**src/rtl/mma_pkg.sv**
```systemverilog
// constants and types of the memory-mapped multiply-accumulate unit
package mma_pkg;
    localparam int ADDR_W = 5;
    localparam logic [4:0] OP1_UNSIGNED_MUL_16 = 5'h00;
    localparam logic [4:0] OP1_SIGNED_MUL_16 = 5'h01;
    localparam logic [4:0] OP1_UNSIGNED_ACC_16 = 5'h02;
    localparam logic [4:0] OP1_SIGNED_ACC_16 = 5'h03;
    localparam logic [4:0] OP1_UNSIGNED_MUL_LOW = 5'h04;
    localparam logic [4:0] OP1_UNSIGNED_MUL_HIGH = 5'h05;
    localparam logic [4:0] OP1_SIGNED_MUL_LOW = 5'h06;
    localparam logic [4:0] OP1_SIGNED_MUL_HIGH = 5'h07;
    localparam logic [4:0] OP1_UNSIGNED_ACC_LOW = 5'h08;
    localparam logic [4:0] OP1_UNSIGNED_ACC_HIGH = 5'h09;
    localparam logic [4:0] OP1_SIGNED_ACC_LOW = 5'h0a;
    localparam logic [4:0] OP1_SIGNED_ACC_HIGH = 5'h0b;
    localparam logic [4:0] OP2_START_16 = 5'h0c;
    localparam logic [4:0] OP2_START_LOW = 5'h0d;
    localparam logic [4:0] OP2_CONTINUE_HIGH = 5'h0e;
    localparam logic [4:0] MULT_CONTROL = 5'h0f;
    localparam logic [4:0] RESULT_WORD_0 = 5'h10;
    localparam logic [4:0] RESULT_WORD_1 = 5'h11;
    localparam logic [4:0] RESULT_WORD_2 = 5'h12;
    localparam logic [4:0] RESULT_WORD_3 = 5'h13;
    localparam logic [4:0] COMPAT_RESULT_LOW = 5'h14;
    localparam logic [4:0] COMPAT_RESULT_HIGH = 5'h15;
    localparam logic [4:0] SUM_EXTENSION = 5'h16;
    // control register fields
    localparam int CTL_DLY_EN = 0;
    localparam int CTL_DLY32 = 1;
    localparam int CTL_CARRY = 2;
    localparam int CTL_DONE_LSB = 8;
    localparam logic CTL_DLY_EN_RST = 1'b0;
    localparam logic CTL_DLY32_RST = 1'b0;
    // readiness in cycles, nibbles {carry, word3, word2, word1, word0}
    localparam logic [19:0] SCH_NARROW_NARROW = 20'h3_4433;
    localparam logic [19:0] SCH_WIDE_NARROW = 20'h7_7653;
    localparam logic [19:0] SCH_NARROW_WIDE_LOW = 20'h7_7653;
    localparam logic [19:0] SCH_NARROW_WIDE_HIGH = 20'h4_4430;
    localparam logic [19:0] SCH_WIDE_WIDE_LOW = 20'hb_ba83;
    localparam logic [19:0] SCH_WIDE_WIDE_HIGH = 20'h6_6530;
    localparam logic [3:0] CNT_MAX = 4'hf;
    localparam logic [3:0] CNT_START = 4'h1;
    localparam logic [15:0] SUM_EXTENSION_NEG = 16'hffff;
    typedef enum logic [1:0] {
        MODE_UMUL = 2'h0,
        MODE_SMUL = 2'h1,
        MODE_UACC = 2'h2,
        MODE_SACC = 2'h3
    } mma_mode_t;
    typedef enum logic [2:0] {
        ST_IDLE = 3'h1,
        ST_WAIT_HIGH = 3'h2,
        ST_RUN = 3'h4
    } mma_state_t;
endpackage

```
**src/rtl/mma_core.sv**
```systemverilog
// multiply-accumulate unit: operand registers, scheduler, results, bus
// Operation
// - width from address and byte access
// - first low word picks mode, no start
// - twelve first-operand write addresses
// - high word last means 32-bit first
// - high before low gives 16-bit first
// - first operand kept across operations
// - 16-bit second write starts operation
// - second low starts, high continues
// - lone second high write ignored
// - signed byte writes sign-extended
// - 24-bit: high byte, low register decides
// - stored high word kept, ignored narrow
// - operand change voids unready words
// - new start aborts, unready not accumulated
// - delayed writes wait for result
// - narrow result ready three cycles
// - wide results readable back to back
// - words ready per fixed schedule
// - later of low/high schedules governs
// - four words plus compat registers
// - sum extension and carry by mode
// - sign/carry from 32 or 64 bits
`timescale 1ns/1ps
`default_nettype none
module mma_core (
    // clock and reset
    input wire logic clk_sys,
    input wire logic rst_n,
    // peripheral bus
    input wire logic [mma_pkg::ADDR_W-1:0] bus_addr,
    input wire logic bus_wr,
    input wire logic bus_rd,
    input wire logic bus_byte,
    input wire logic [15:0] bus_wdata,
    output logic [15:0] bus_rdata,
    output logic bus_wait
);
    logic [15:0] first_lo_reg, first_lo_next, first_hi_reg, first_hi_next;
    logic first_wide_reg, first_wide_next;
    mma_pkg::mma_mode_t mode_reg, mode_next;
    logic [15:0] second_lo_reg, second_lo_next, second_hi_reg, second_hi_next;
    logic dly_en_reg, dly_en_next, dly32_reg, dly32_next;
    logic [15:0] rdata_reg, rdata_next;
    mma_pkg::mma_state_t state_reg, state_next;
    logic [3:0] cnt_lo_reg, cnt_lo_next, cnt_hi_reg, cnt_hi_next;
    logic [4:0] done_reg, done_next;
    logic [15:0] res_reg [4];
    logic [15:0] res_next [4];
    logic carry_flag_reg, carry_flag_next;
    logic [63:0] base_reg, base_next;
    mma_pkg::mma_mode_t run_mode_reg, run_mode_next;
    logic run_w1_reg, run_w1_next, run_w2_reg, run_w2_next;
    logic hold_reg, hold_next;

    function automatic mma_pkg::mma_mode_t op1_mode(input logic [4:0] a);
        logic [4:0] d;
        d = a - mma_pkg::OP1_UNSIGNED_MUL_LOW;
        if (a < mma_pkg::OP1_UNSIGNED_MUL_LOW) begin
            return mma_pkg::mma_mode_t'(a[1:0]);
        end
        return mma_pkg::mma_mode_t'(d[2:1]);
    endfunction

    function automatic logic is_high(input logic [4:0] a);
        return a >= mma_pkg::OP1_UNSIGNED_MUL_LOW && a[0];
    endfunction

    function automatic logic [63:0] widen(input logic [15:0] hi, input logic [15:0] lo,
                                          input logic wide, input logic sgn);
        logic [31:0] v;
        v = wide ? {hi, lo} : {{16{sgn & lo[15]}}, lo};
        return {{32{sgn & v[31]}}, v};
    endfunction

    function automatic logic [3:0] sat_inc(input logic [3:0] c);
        return (c == mma_pkg::CNT_MAX) ? c : c + 4'h1;
    endfunction

    function automatic logic [19:0] sched_lo(input logic w1, input logic w2);
        if (!w2) begin
            return w1 ? mma_pkg::SCH_WIDE_NARROW : mma_pkg::SCH_NARROW_NARROW;
        end
        return w1 ? mma_pkg::SCH_WIDE_WIDE_LOW : mma_pkg::SCH_NARROW_WIDE_LOW;
    endfunction

    // bus request decode
    logic wr_go, addr_first, addr_high, first_go, first_hi_go;
    logic start16, startlo, start_go, hi_go, quiet;
    assign wr_go = bus_wr && !hold_reg;
    assign addr_first = bus_addr <= mma_pkg::OP1_SIGNED_ACC_HIGH;
    assign addr_high = is_high(bus_addr);
    assign first_go = wr_go && addr_first;
    assign first_hi_go = first_go && addr_high;
    assign start16 = wr_go && bus_addr == mma_pkg::OP2_START_16;
    assign startlo = wr_go && bus_addr == mma_pkg::OP2_START_LOW;
    assign start_go = start16 || startlo;
    assign hi_go = wr_go && bus_addr == mma_pkg::OP2_CONTINUE_HIGH
                   && state_reg == mma_pkg::ST_WAIT_HIGH;
    assign quiet = !start_go && !(first_go && state_reg != mma_pkg::ST_IDLE);

    // datapath
    logic sgn, acc, narrow, carry_calc, res_sign;
    logic [63:0] opa, opb, product, full;
    logic [64:0] sum64;
    logic [32:0] sum32;
    logic [19:0] sch_l, sch_h;
    logic [4:0] ready;
    logic [15:0] sum_extension, ctrl;
    assign sgn = run_mode_reg[0];
    assign acc = run_mode_reg[1];
    assign narrow = !run_w1_reg && !run_w2_reg;
    assign opa = widen(first_hi_reg, first_lo_reg, run_w1_reg, sgn);
    assign opb = widen(second_hi_reg, second_lo_reg, run_w2_reg, sgn);
    assign product = opa * opb;
    assign sum64 = {1'b0, base_reg} + {1'b0, product};
    assign sum32 = {1'b0, base_reg[31:0]} + {1'b0, product[31:0]};
    assign full = acc ? sum64[63:0] : product;
    assign carry_calc = narrow ? (acc ? sum32[32] : sgn & full[31])
                               : (acc ? sum64[64] : sgn & full[63]);
    assign res_sign = narrow ? res_reg[1][15] : res_reg[3][15];
    assign sch_l = sched_lo(run_w1_reg, run_w2_reg);
    assign sch_h = run_w1_reg ? mma_pkg::SCH_WIDE_WIDE_HIGH : mma_pkg::SCH_NARROW_WIDE_HIGH;

    // a word is ready once the low schedule and, with a 32-bit second operand, the high schedule have passed
    genvar g;
    generate
        for (g = 0; g < 5; g++) begin : g_ready
            assign ready[g] = cnt_lo_reg >= sch_l[4*g +: 4]
                              && (!run_w2_reg || sch_h[4*g +: 4] == 4'h0
                                  || (state_reg == mma_pkg::ST_RUN
                                      && cnt_hi_reg >= sch_h[4*g +: 4]));
        end
    endgenerate

    always_comb begin
        unique case (run_mode_reg)
            mma_pkg::MODE_UMUL: sum_extension = 16'h0000;
            mma_pkg::MODE_UACC: sum_extension = {15'h0000, carry_flag_reg};
            mma_pkg::MODE_SMUL, mma_pkg::MODE_SACC: sum_extension = res_sign ? mma_pkg::SUM_EXTENSION_NEG
                                                                      : 16'h0000;
        endcase
    end

    always_comb begin
        ctrl = 16'h0000;
        ctrl[mma_pkg::CTL_DLY_EN] = dly_en_reg;
        ctrl[mma_pkg::CTL_DLY32] = dly32_reg;
        ctrl[mma_pkg::CTL_CARRY] = carry_flag_reg;
        ctrl[mma_pkg::CTL_DONE_LSB +: 5] = done_reg;
    end

    // operand and control registers, read port
    always_comb begin
        logic sx;
        logic [15:0] wval;
        logic [15:0] rval;
        sx = (first_go && !addr_high) ? op1_mode(bus_addr)[0] : mode_reg[0];
        wval = bus_byte ? {{8{sx & bus_wdata[7]}}, bus_wdata[7:0]} : bus_wdata;
        rval = 16'h0000;
        first_lo_next = first_lo_reg;
        first_hi_next = first_hi_reg;
        first_wide_next = first_wide_reg;
        mode_next = mode_reg;
        second_lo_next = second_lo_reg;
        second_hi_next = second_hi_reg;
        dly_en_next = dly_en_reg;
        dly32_next = dly32_reg;
        if (first_hi_go) begin
            first_hi_next = wval;
            first_wide_next = 1'b1;
        end else if (first_go) begin
            first_lo_next = wval;
            first_wide_next = 1'b0;
            mode_next = op1_mode(bus_addr);
        end
        if (start_go) begin
            second_lo_next = wval;
        end
        if (hi_go) begin
            second_hi_next = wval;
        end
        if (wr_go && bus_addr == mma_pkg::MULT_CONTROL) begin
            dly_en_next = bus_wdata[mma_pkg::CTL_DLY_EN];
            dly32_next = bus_wdata[mma_pkg::CTL_DLY32];
        end
        if (addr_first) begin
            rval = addr_high ? first_hi_reg : first_lo_reg;
        end else begin
            case (bus_addr)
                mma_pkg::OP2_START_16, mma_pkg::OP2_START_LOW: rval = second_lo_reg;
                mma_pkg::OP2_CONTINUE_HIGH: rval = second_hi_reg;
                mma_pkg::MULT_CONTROL: rval = ctrl;
                mma_pkg::RESULT_WORD_0, mma_pkg::COMPAT_RESULT_LOW: rval = res_reg[0];
                mma_pkg::RESULT_WORD_1, mma_pkg::COMPAT_RESULT_HIGH: rval = res_reg[1];
                mma_pkg::RESULT_WORD_2: rval = res_reg[2];
                mma_pkg::RESULT_WORD_3: rval = res_reg[3];
                mma_pkg::SUM_EXTENSION: rval = sum_extension;
                default: rval = 16'h0000;
            endcase
        end
        rdata_next = bus_rd ? rval : rdata_reg;
    end

    always_ff @(posedge clk_sys or negedge rst_n) begin
        if (!rst_n) begin
            first_lo_reg <= 16'h0000;
            first_hi_reg <= 16'h0000;
            first_wide_reg <= 1'b0;
            mode_reg <= mma_pkg::MODE_UMUL;
            second_lo_reg <= 16'h0000;
            second_hi_reg <= 16'h0000;
            dly_en_reg <= mma_pkg::CTL_DLY_EN_RST;
            dly32_reg <= mma_pkg::CTL_DLY32_RST;
            rdata_reg <= 16'h0000;
        end else begin
            first_lo_reg <= first_lo_next;
            first_hi_reg <= first_hi_next;
            first_wide_reg <= first_wide_next;
            mode_reg <= mode_next;
            second_lo_reg <= second_lo_next;
            second_hi_reg <= second_hi_next;
            dly_en_reg <= dly_en_next;
            dly32_reg <= dly32_next;
            rdata_reg <= rdata_next;
        end
    end

    // scheduler and result words
    always_comb begin
        state_next = state_reg;
        cnt_lo_next = cnt_lo_reg;
        cnt_hi_next = cnt_hi_reg;
        done_next = done_reg;
        carry_flag_next = carry_flag_reg;
        base_next = base_reg;
        run_mode_next = run_mode_reg;
        run_w1_next = run_w1_reg;
        run_w2_next = run_w2_reg;
        for (int i = 0; i < 4; i++) begin
            res_next[i] = res_reg[i];
            if (wr_go && (bus_addr == 5'(mma_pkg::RESULT_WORD_0 + i)
                          || (i == 0 && bus_addr == mma_pkg::COMPAT_RESULT_LOW)
                          || (i == 1 && bus_addr == mma_pkg::COMPAT_RESULT_HIGH))) begin
                res_next[i] = bus_wdata;
            end
        end
        unique case (state_reg)
            mma_pkg::ST_IDLE: begin
            end
            mma_pkg::ST_WAIT_HIGH, mma_pkg::ST_RUN: begin
                cnt_lo_next = sat_inc(cnt_lo_reg);
                if (state_reg == mma_pkg::ST_RUN) begin
                    cnt_hi_next = sat_inc(cnt_hi_reg);
                end
                for (int i = 0; i < 4; i++) begin
                    if (ready[i] && !done_reg[i]) begin
                        res_next[i] = full[16*i +: 16];
                        done_next[i] = 1'b1;
                    end
                end
                if (ready[4] && !done_reg[4]) begin
                    carry_flag_next = carry_calc;
                    done_next[4] = 1'b1;
                end
                if (&done_next) begin
                    state_next = mma_pkg::ST_IDLE;
                end
            end
            default: state_next = mma_pkg::ST_IDLE;
        endcase
        if (hi_go) begin
            state_next = mma_pkg::ST_RUN;
            cnt_hi_next = mma_pkg::CNT_START;
        end
        if (first_go && state_reg != mma_pkg::ST_IDLE) begin
            state_next = mma_pkg::ST_IDLE;
        end
        if (start_go) begin
            state_next = startlo ? mma_pkg::ST_WAIT_HIGH : mma_pkg::ST_RUN;
            cnt_lo_next = mma_pkg::CNT_START;
            cnt_hi_next = 4'h0;
            done_next = 5'h00;
            base_next = {res_reg[3], res_reg[2], res_reg[1], res_reg[0]};
            run_mode_next = mode_reg;
            run_w1_next = first_wide_reg;
            run_w2_next = startlo;
        end
        // never hold while the continuing high word is still awaited
        hold_next = dly_en_next && state_next == mma_pkg::ST_RUN
                    && !(dly32_next ? &done_next[1:0] : &done_next[3:0]);
    end

    always_ff @(posedge clk_sys or negedge rst_n) begin
        if (!rst_n) begin
            state_reg <= mma_pkg::ST_IDLE;
            cnt_lo_reg <= 4'h0;
            cnt_hi_reg <= 4'h0;
            done_reg <= 5'h00;
            carry_flag_reg <= 1'b0;
            base_reg <= 64'h0000_0000_0000_0000;
            run_mode_reg <= mma_pkg::MODE_UMUL;
            run_w1_reg <= 1'b0;
            run_w2_reg <= 1'b0;
            hold_reg <= 1'b0;
            for (int i = 0; i < 4; i++) begin
                res_reg[i] <= 16'h0000;
            end
        end else begin
            state_reg <= state_next;
            cnt_lo_reg <= cnt_lo_next;
            cnt_hi_reg <= cnt_hi_next;
            done_reg <= done_next;
            carry_flag_reg <= carry_flag_next;
            base_reg <= base_next;
            run_mode_reg <= run_mode_next;
            run_w1_reg <= run_w1_next;
            run_w2_reg <= run_w2_next;
            hold_reg <= hold_next;
            for (int i = 0; i < 4; i++) begin
                res_reg[i] <= res_next[i];
            end
        end
    end

    assign bus_rdata = rdata_reg;
    assign bus_wait = hold_reg;
endmodule
`default_nettype wire

```
**config.mk**
```make
export PLATFORM = sky130hd
export DESIGN_NAME = mma_core
export DESIGN_NICKNAME = d
export VERILOG_FILES = /design/src/rtl/mma_pkg.sv /design/src/rtl/mma_core.sv
export SDC_FILE = /design/constraint.sdc
export NUM_CORES = 2
export LEC_CHECK = 0
export BUFFER_PORTS_ARGS = -buffer_cell sky130_fd_sc_hd__buf_2
export CORE_MARGIN = 2
export CORE_UTILIZATION = 31
export DETAILED_ROUTE_END_ITERATION = 16
export PLACE_DENSITY = 0.43
export SYNTH_ARGS = -nofsm -noshare
export SYNTH_HDL_FRONTEND = slang
export SYNTH_SLANG_ARGS = --single-unit
```
**constraint.sdc**
```tcl
create_clock -name clk_sys -period 12.03 [get_ports clk_sys]
set_clock_uncertainty 0.15 [all_clocks]
set_input_delay 1.8045 -clock clk_sys [delete_from_list [all_inputs] [get_ports clk_sys]]
set_output_delay 1.8045 -clock clk_sys [all_outputs]
set_load 0.02 [all_outputs]
```
=== Yosys cells after proc, flatten, opt, wreduce, memory -nomap -nowiden ===
Index checks and enable logic that the tools add are counted.
Widths: inputs -> output; s select.

* Equal/unequal tests: 23
* Bitwise operators: 8
* $lt $le $gt $ge: 13
* Reduce and logical (&&, ||, !) cells: 78
* $mul: 1
* Add/sub/neg operators: 5
* Multiplexer cells: 64

{| class="wikitable"
|+ Operators by type and width
! kind !! number
|-
| $mux 16 || 12
|-
| $mux 64 || 2
|-
| $pmux 16 s8 || 1
|-
| $add 64x64->65 || 1
|-
| $mul 33x33->64 || 1
|-
| $mux 32 || 2
|-
| $pmux 16 s3 || 1
|-
| $mux 20 || 2
|-
| $ge 4x4->1 || 9
|-
| $eq 5x5->1 const B || 7
|-
| $add 32x32->33 || 1
|-
| $logic_and 1x1->1 || 33
|-
| $mux 4 || 8
|-
| $mux 1 || 24
|-
| $eq 5x4->1 const B || 4
|-
| $logic_not 4->1 || 5
|-
| $mux 19 || 1
|-
| $mux 18 || 1
|-
| $mux 3 || 5
|-
| $logic_or 1x1->1 || 13
|-
| $logic_not 1->1 || 10
|-
| $mux 5 || 2
|-
| $reduce_or 2->1 || 5
|-
| $add 4x1->4 const B || 2
|-
| other kinds (25) || 40
|}

* Flip-flop bits (word level): 235
* Input port bits: 26
* Output and inout bits: 17
* Logic and storage cells: 216

=== Longest topological paths before layout ===
* Depth in word-level cells: 17
* Gate-level depth with buffers: 47
* Mapped depth without buffers: 42

=== Least setup slack after synthesis ===
OpenSTA, ideal clock, no wires.

* Kind: register to register
* Start: reg run_mode_reg[0]
* End: reg res_reg[15] (netlist name)
* Required time: 11789 ps
* Arrival: 10135 ps
* Setup time: 91 ps
* Cell stages (with the launch flop): 43
* Path buffers: 5
* Setup slack: 1654 ps
* Clock period less this slack: 10376 ps
* Cells stage by stage: dfrtp_1 > clkbuf_1 > nand2_1 > nand2_1 > clkbuf_1 > o21a_1 > clkbuf_1 > clkbuf_1 > nand2_1 > fa_1 > inv_1 > fa_1 > inv_1 > fa_1 > inv_1 > fa_1 > inv_1 > fa_1 > [7 not listed] > inv_1 > a221o_1 > a21oi_1 > o21ai_0 > or2_2 > xor2_1 > ha_1 > and3_1 > nand2_1 > or4_4 > a2111oi_4 > o21ai_1 > a21oi_2 > a41oi_2 > o211ai_2 > a221oi_1 > xor2_1 > o221ai_1

{| class="wikitable"
|+ RTL lines
! item !! line !! text
|-
| from (decl) || mma_core.sv:53 || <nowiki>mma_pkg::mma_mode_t run_mode_reg, run_mode_next;</nowiki>
|-
| from (signal assigned) || mma_core.sv:303 || <nowiki>run_mode_reg <= mma_pkg::MODE_UMUL;</nowiki>
|-
| from (signal assigned) || mma_core.sv:317 || <nowiki>run_mode_reg <= run_mode_next;</nowiki>
|-
| to (signal, indexed assignment) || mma_core.sv:322 || <nowiki>res_reg[i] <= res_next[i];</nowiki>
|-
| to (decl) || mma_core.sv:49 || <nowiki>logic [15:0] res_reg [4];</nowiki>
|}

==> results.md <==
* Status: completed
* Port buffer count at 42
* Vias at 40700
* Post-synthesis compound-gate area fraction at 9.30%
* Synth Area in Simple Gates at 15.9%
* Slew Viols, Final at 0
* Slowest cell on crit path: fa_1
* CP top delay family: adder cells
* Hold depth at 2
* Crit. End Element: register
* Achievable Freq at 86.8 MHz
* Xor-xnor portion of the synthesized cell area at 2.24%
* Clock slew at reported path FFs at 0.06 ns
* Die ar. at 173000 um^2
* Post-synth EDFFs at 0
* Drt first pass iters at 6
* Fillers at 17700
* DRT antenna net count at 0
* Initial antenna violation count at 14
* Final setup violation count at 0
* Most area-consuming cells after synthesis: fa_1, dfrtp_1, nand2_1
* Crit path largest cell delay at 0.60 ns
* CTS tree: done
* Crit path launch type: register
* Flop-to-flop setup slack at 0.51 ns
* Die X at 416 um
* YS warnings at 0
* DR WL/cell at 23.9 um
* RSZ-0062 raised after global routing: no
* Final HPWL DP at 157 mm
* Worst Reg2Reg Path Length in Cells at 40
* Synth top area share at 42.8%
* Area Growth Syn to Fin at 8.67%
* Ports at 43
* Worst-skew pair later-pin latency at 0.59 ns
* Final GP Congestion at 0.912
* Slew margin rel. at 9.92%
* Post-synth cell types at 92
* Storage cell area at 5890 um^2
* # nets final at 7273
* Post-synth top area cell: fa_1
* Worst Path Max Fanout at 33
* Max Cap Violations at 0
* Post-Synthesis Cells at 5902
* Hold Vio Cnt, Final at 0
* Row cnt at 151
* Tmin final at 11.52 ns
* DRT iter0 DRCs at 2968
* Post-Route WL at 193 mm
* Clock Sinks at 235
* Starting Density at 31.1%
* WP buf/inv at 8
* Vias in the first global route at 43300
* Cts bufs inserted at 29
* Largest net degree at the start of global routing at 130
* Post-synthesis sequential area ratio at 11.2%
* Sum of negative setup slack at 0 ns
* Setup CP Type: register to register
* Max clock buf depth at 3
* First-pass GRT wire length at 293 mm
* Share of cells above drive strength 1 at 6.65%
* Area of the multi-input gates at 41700 um^2
* H-tree Lvls at 1
* Die Ht at 416 um
* Gr usage total at 22.6%
* Mux contribution to synthesized area at 1.71%
* Period utilization at 95.8%
* Synth Area in Adders at 49.7%
* Slew of the pin with the lowest slew margin at 1.35 ns
* Synth Cell Area at 52700 um^2
* Crit path DAT at 11.81 ns
* Vias/cell at 5.04
* Levels on crit path at 40
* #FFs+latches synth at 235
* Ys flop type: dfrtp_1
* Largest family of logic cells by synthesized area: adder cells
* Async SR Flop Fraction at 100%
* Root Driver: clkbuf_16
* Syn_area_per_cell at 8.92 um^2
* Most frequent cell after synthesis: nand2_1
* Core ar. at 169000 um^2
* Hold WC Path Type: register to register
* DRC violations left at 0
* Syn Nets at 7344
* Most used cell, CP: fa_1
* Commonest cells in the netlist: nand2_1, fa_1, inv_1
* CP required at 12.32 ns
* Grt ovf at 0
==> final cells by class <==
cell class / instances / share of cell area, %
Multi-Input combinational cell: 4263 / 72.8
Sequential cell: 235 / 10.3
Inverter: 1063 / 6.98
Tap cell: 2218 / 4.85
Timing Repair Buffer: 239 / 3.24
Clock buffer: 36 / 1.40
Clock inverter: 17 / 0.396
Antenna cell: 2 / 0.00874
==> repair_timing <==
item / in CTS / in global routing
resized for setup: 1 / 25
setup buffers: 0 / 5
hold buffers: 0 / 0
setup endpoints to repair: 1 / 24
pin swaps: 0 / 2
==> worst min-delay path: stages (launching register included) <==
cell	delay, ns
dfrtp_1	0.34
nand2_1	0.05
o31ai_1	0.06
==> path summary, 6_finish.rpt <==
path | endpoint | start
min | mode_reg[1] | mode_reg[1]
max reg2reg | res_reg[11] | run_mode_reg[0]
max in group asynchronous | second_lo_reg[9] | rst_n
min in group asynchronous | res_reg[6] | rst_n
max | res_reg[11] | run_mode_reg[0]
min reg2reg | mode_reg[1] | mode_reg[1]
==> logic make-up (layout without fill, tap and decap cells) <==
logic type / Yosys count / in the layout
XOR/XNOR: 135 / 135
buffers and inverters: 1404 / 1355
other: 0 / 2
flip-flops: 235 / 235
AO/OA/AOI/OAI: 741 / 741
multiplexers: 86 / 86
AND/OR/NAND/NOR: 1885 / 1885
adder cells (fa/ha/maj): 1416 / 1416
==> per-layer routing <==
metal  track usage, %  up-vias  share of wire [%]
met3             1.74      188                4.2
met2             38.0     1040                 48
met5                0        -             0.0041
li1                 -    18000                  -
met1             31.5    21400                 45
met4             5.57        2                3.0
==> layout by cell type, fill, tap and decap left out, types with 21 or more instances in the layout <==
cell type and count:
nand2_1 1156, fa_1 1126, inv_1 1060, ha_1 288, and2_1 265, dfrtp_1 230, nor2_1 205, a21oi_1 203
buf_4 183, o21ai_0 132, xnor2_1 86, and3_1 71, a21o_1 64, a211oi_1 62, mux2i_1 54, xor2_1 46
buf_2 41, o21a_1 40, nand3_1 37, mux2_2 32, nand2b_1 31, clkbuf_16 29, a31oi_1 26, o21ai_1 25
o211ai_1 24, nor3_1 23, a222oi_1 23, nand4_1 21
==> per-stage QoR <==
stage	cell area [um^2]	worst slack, ns	utilization [%]	cells	hold slack (ns)
2_1_floorplan	52700	1.65	-	5902	0.297
3_5_place_dp	56100	0.0419	33.1	8013	0.314
5_1_grt	57200	0.00210	33.8	8071	0.338
6_report	57200	0.511	33.8	8073	0.329
3_3_place_gp	56100	0.0587	33.1	8013	0.310
4_1_cts	57100	0.0257	33.8	8066	0.329
Power is not shown: default switching activity piles up to over one toggle a cycle in this logic, so the estimate is an artifact.
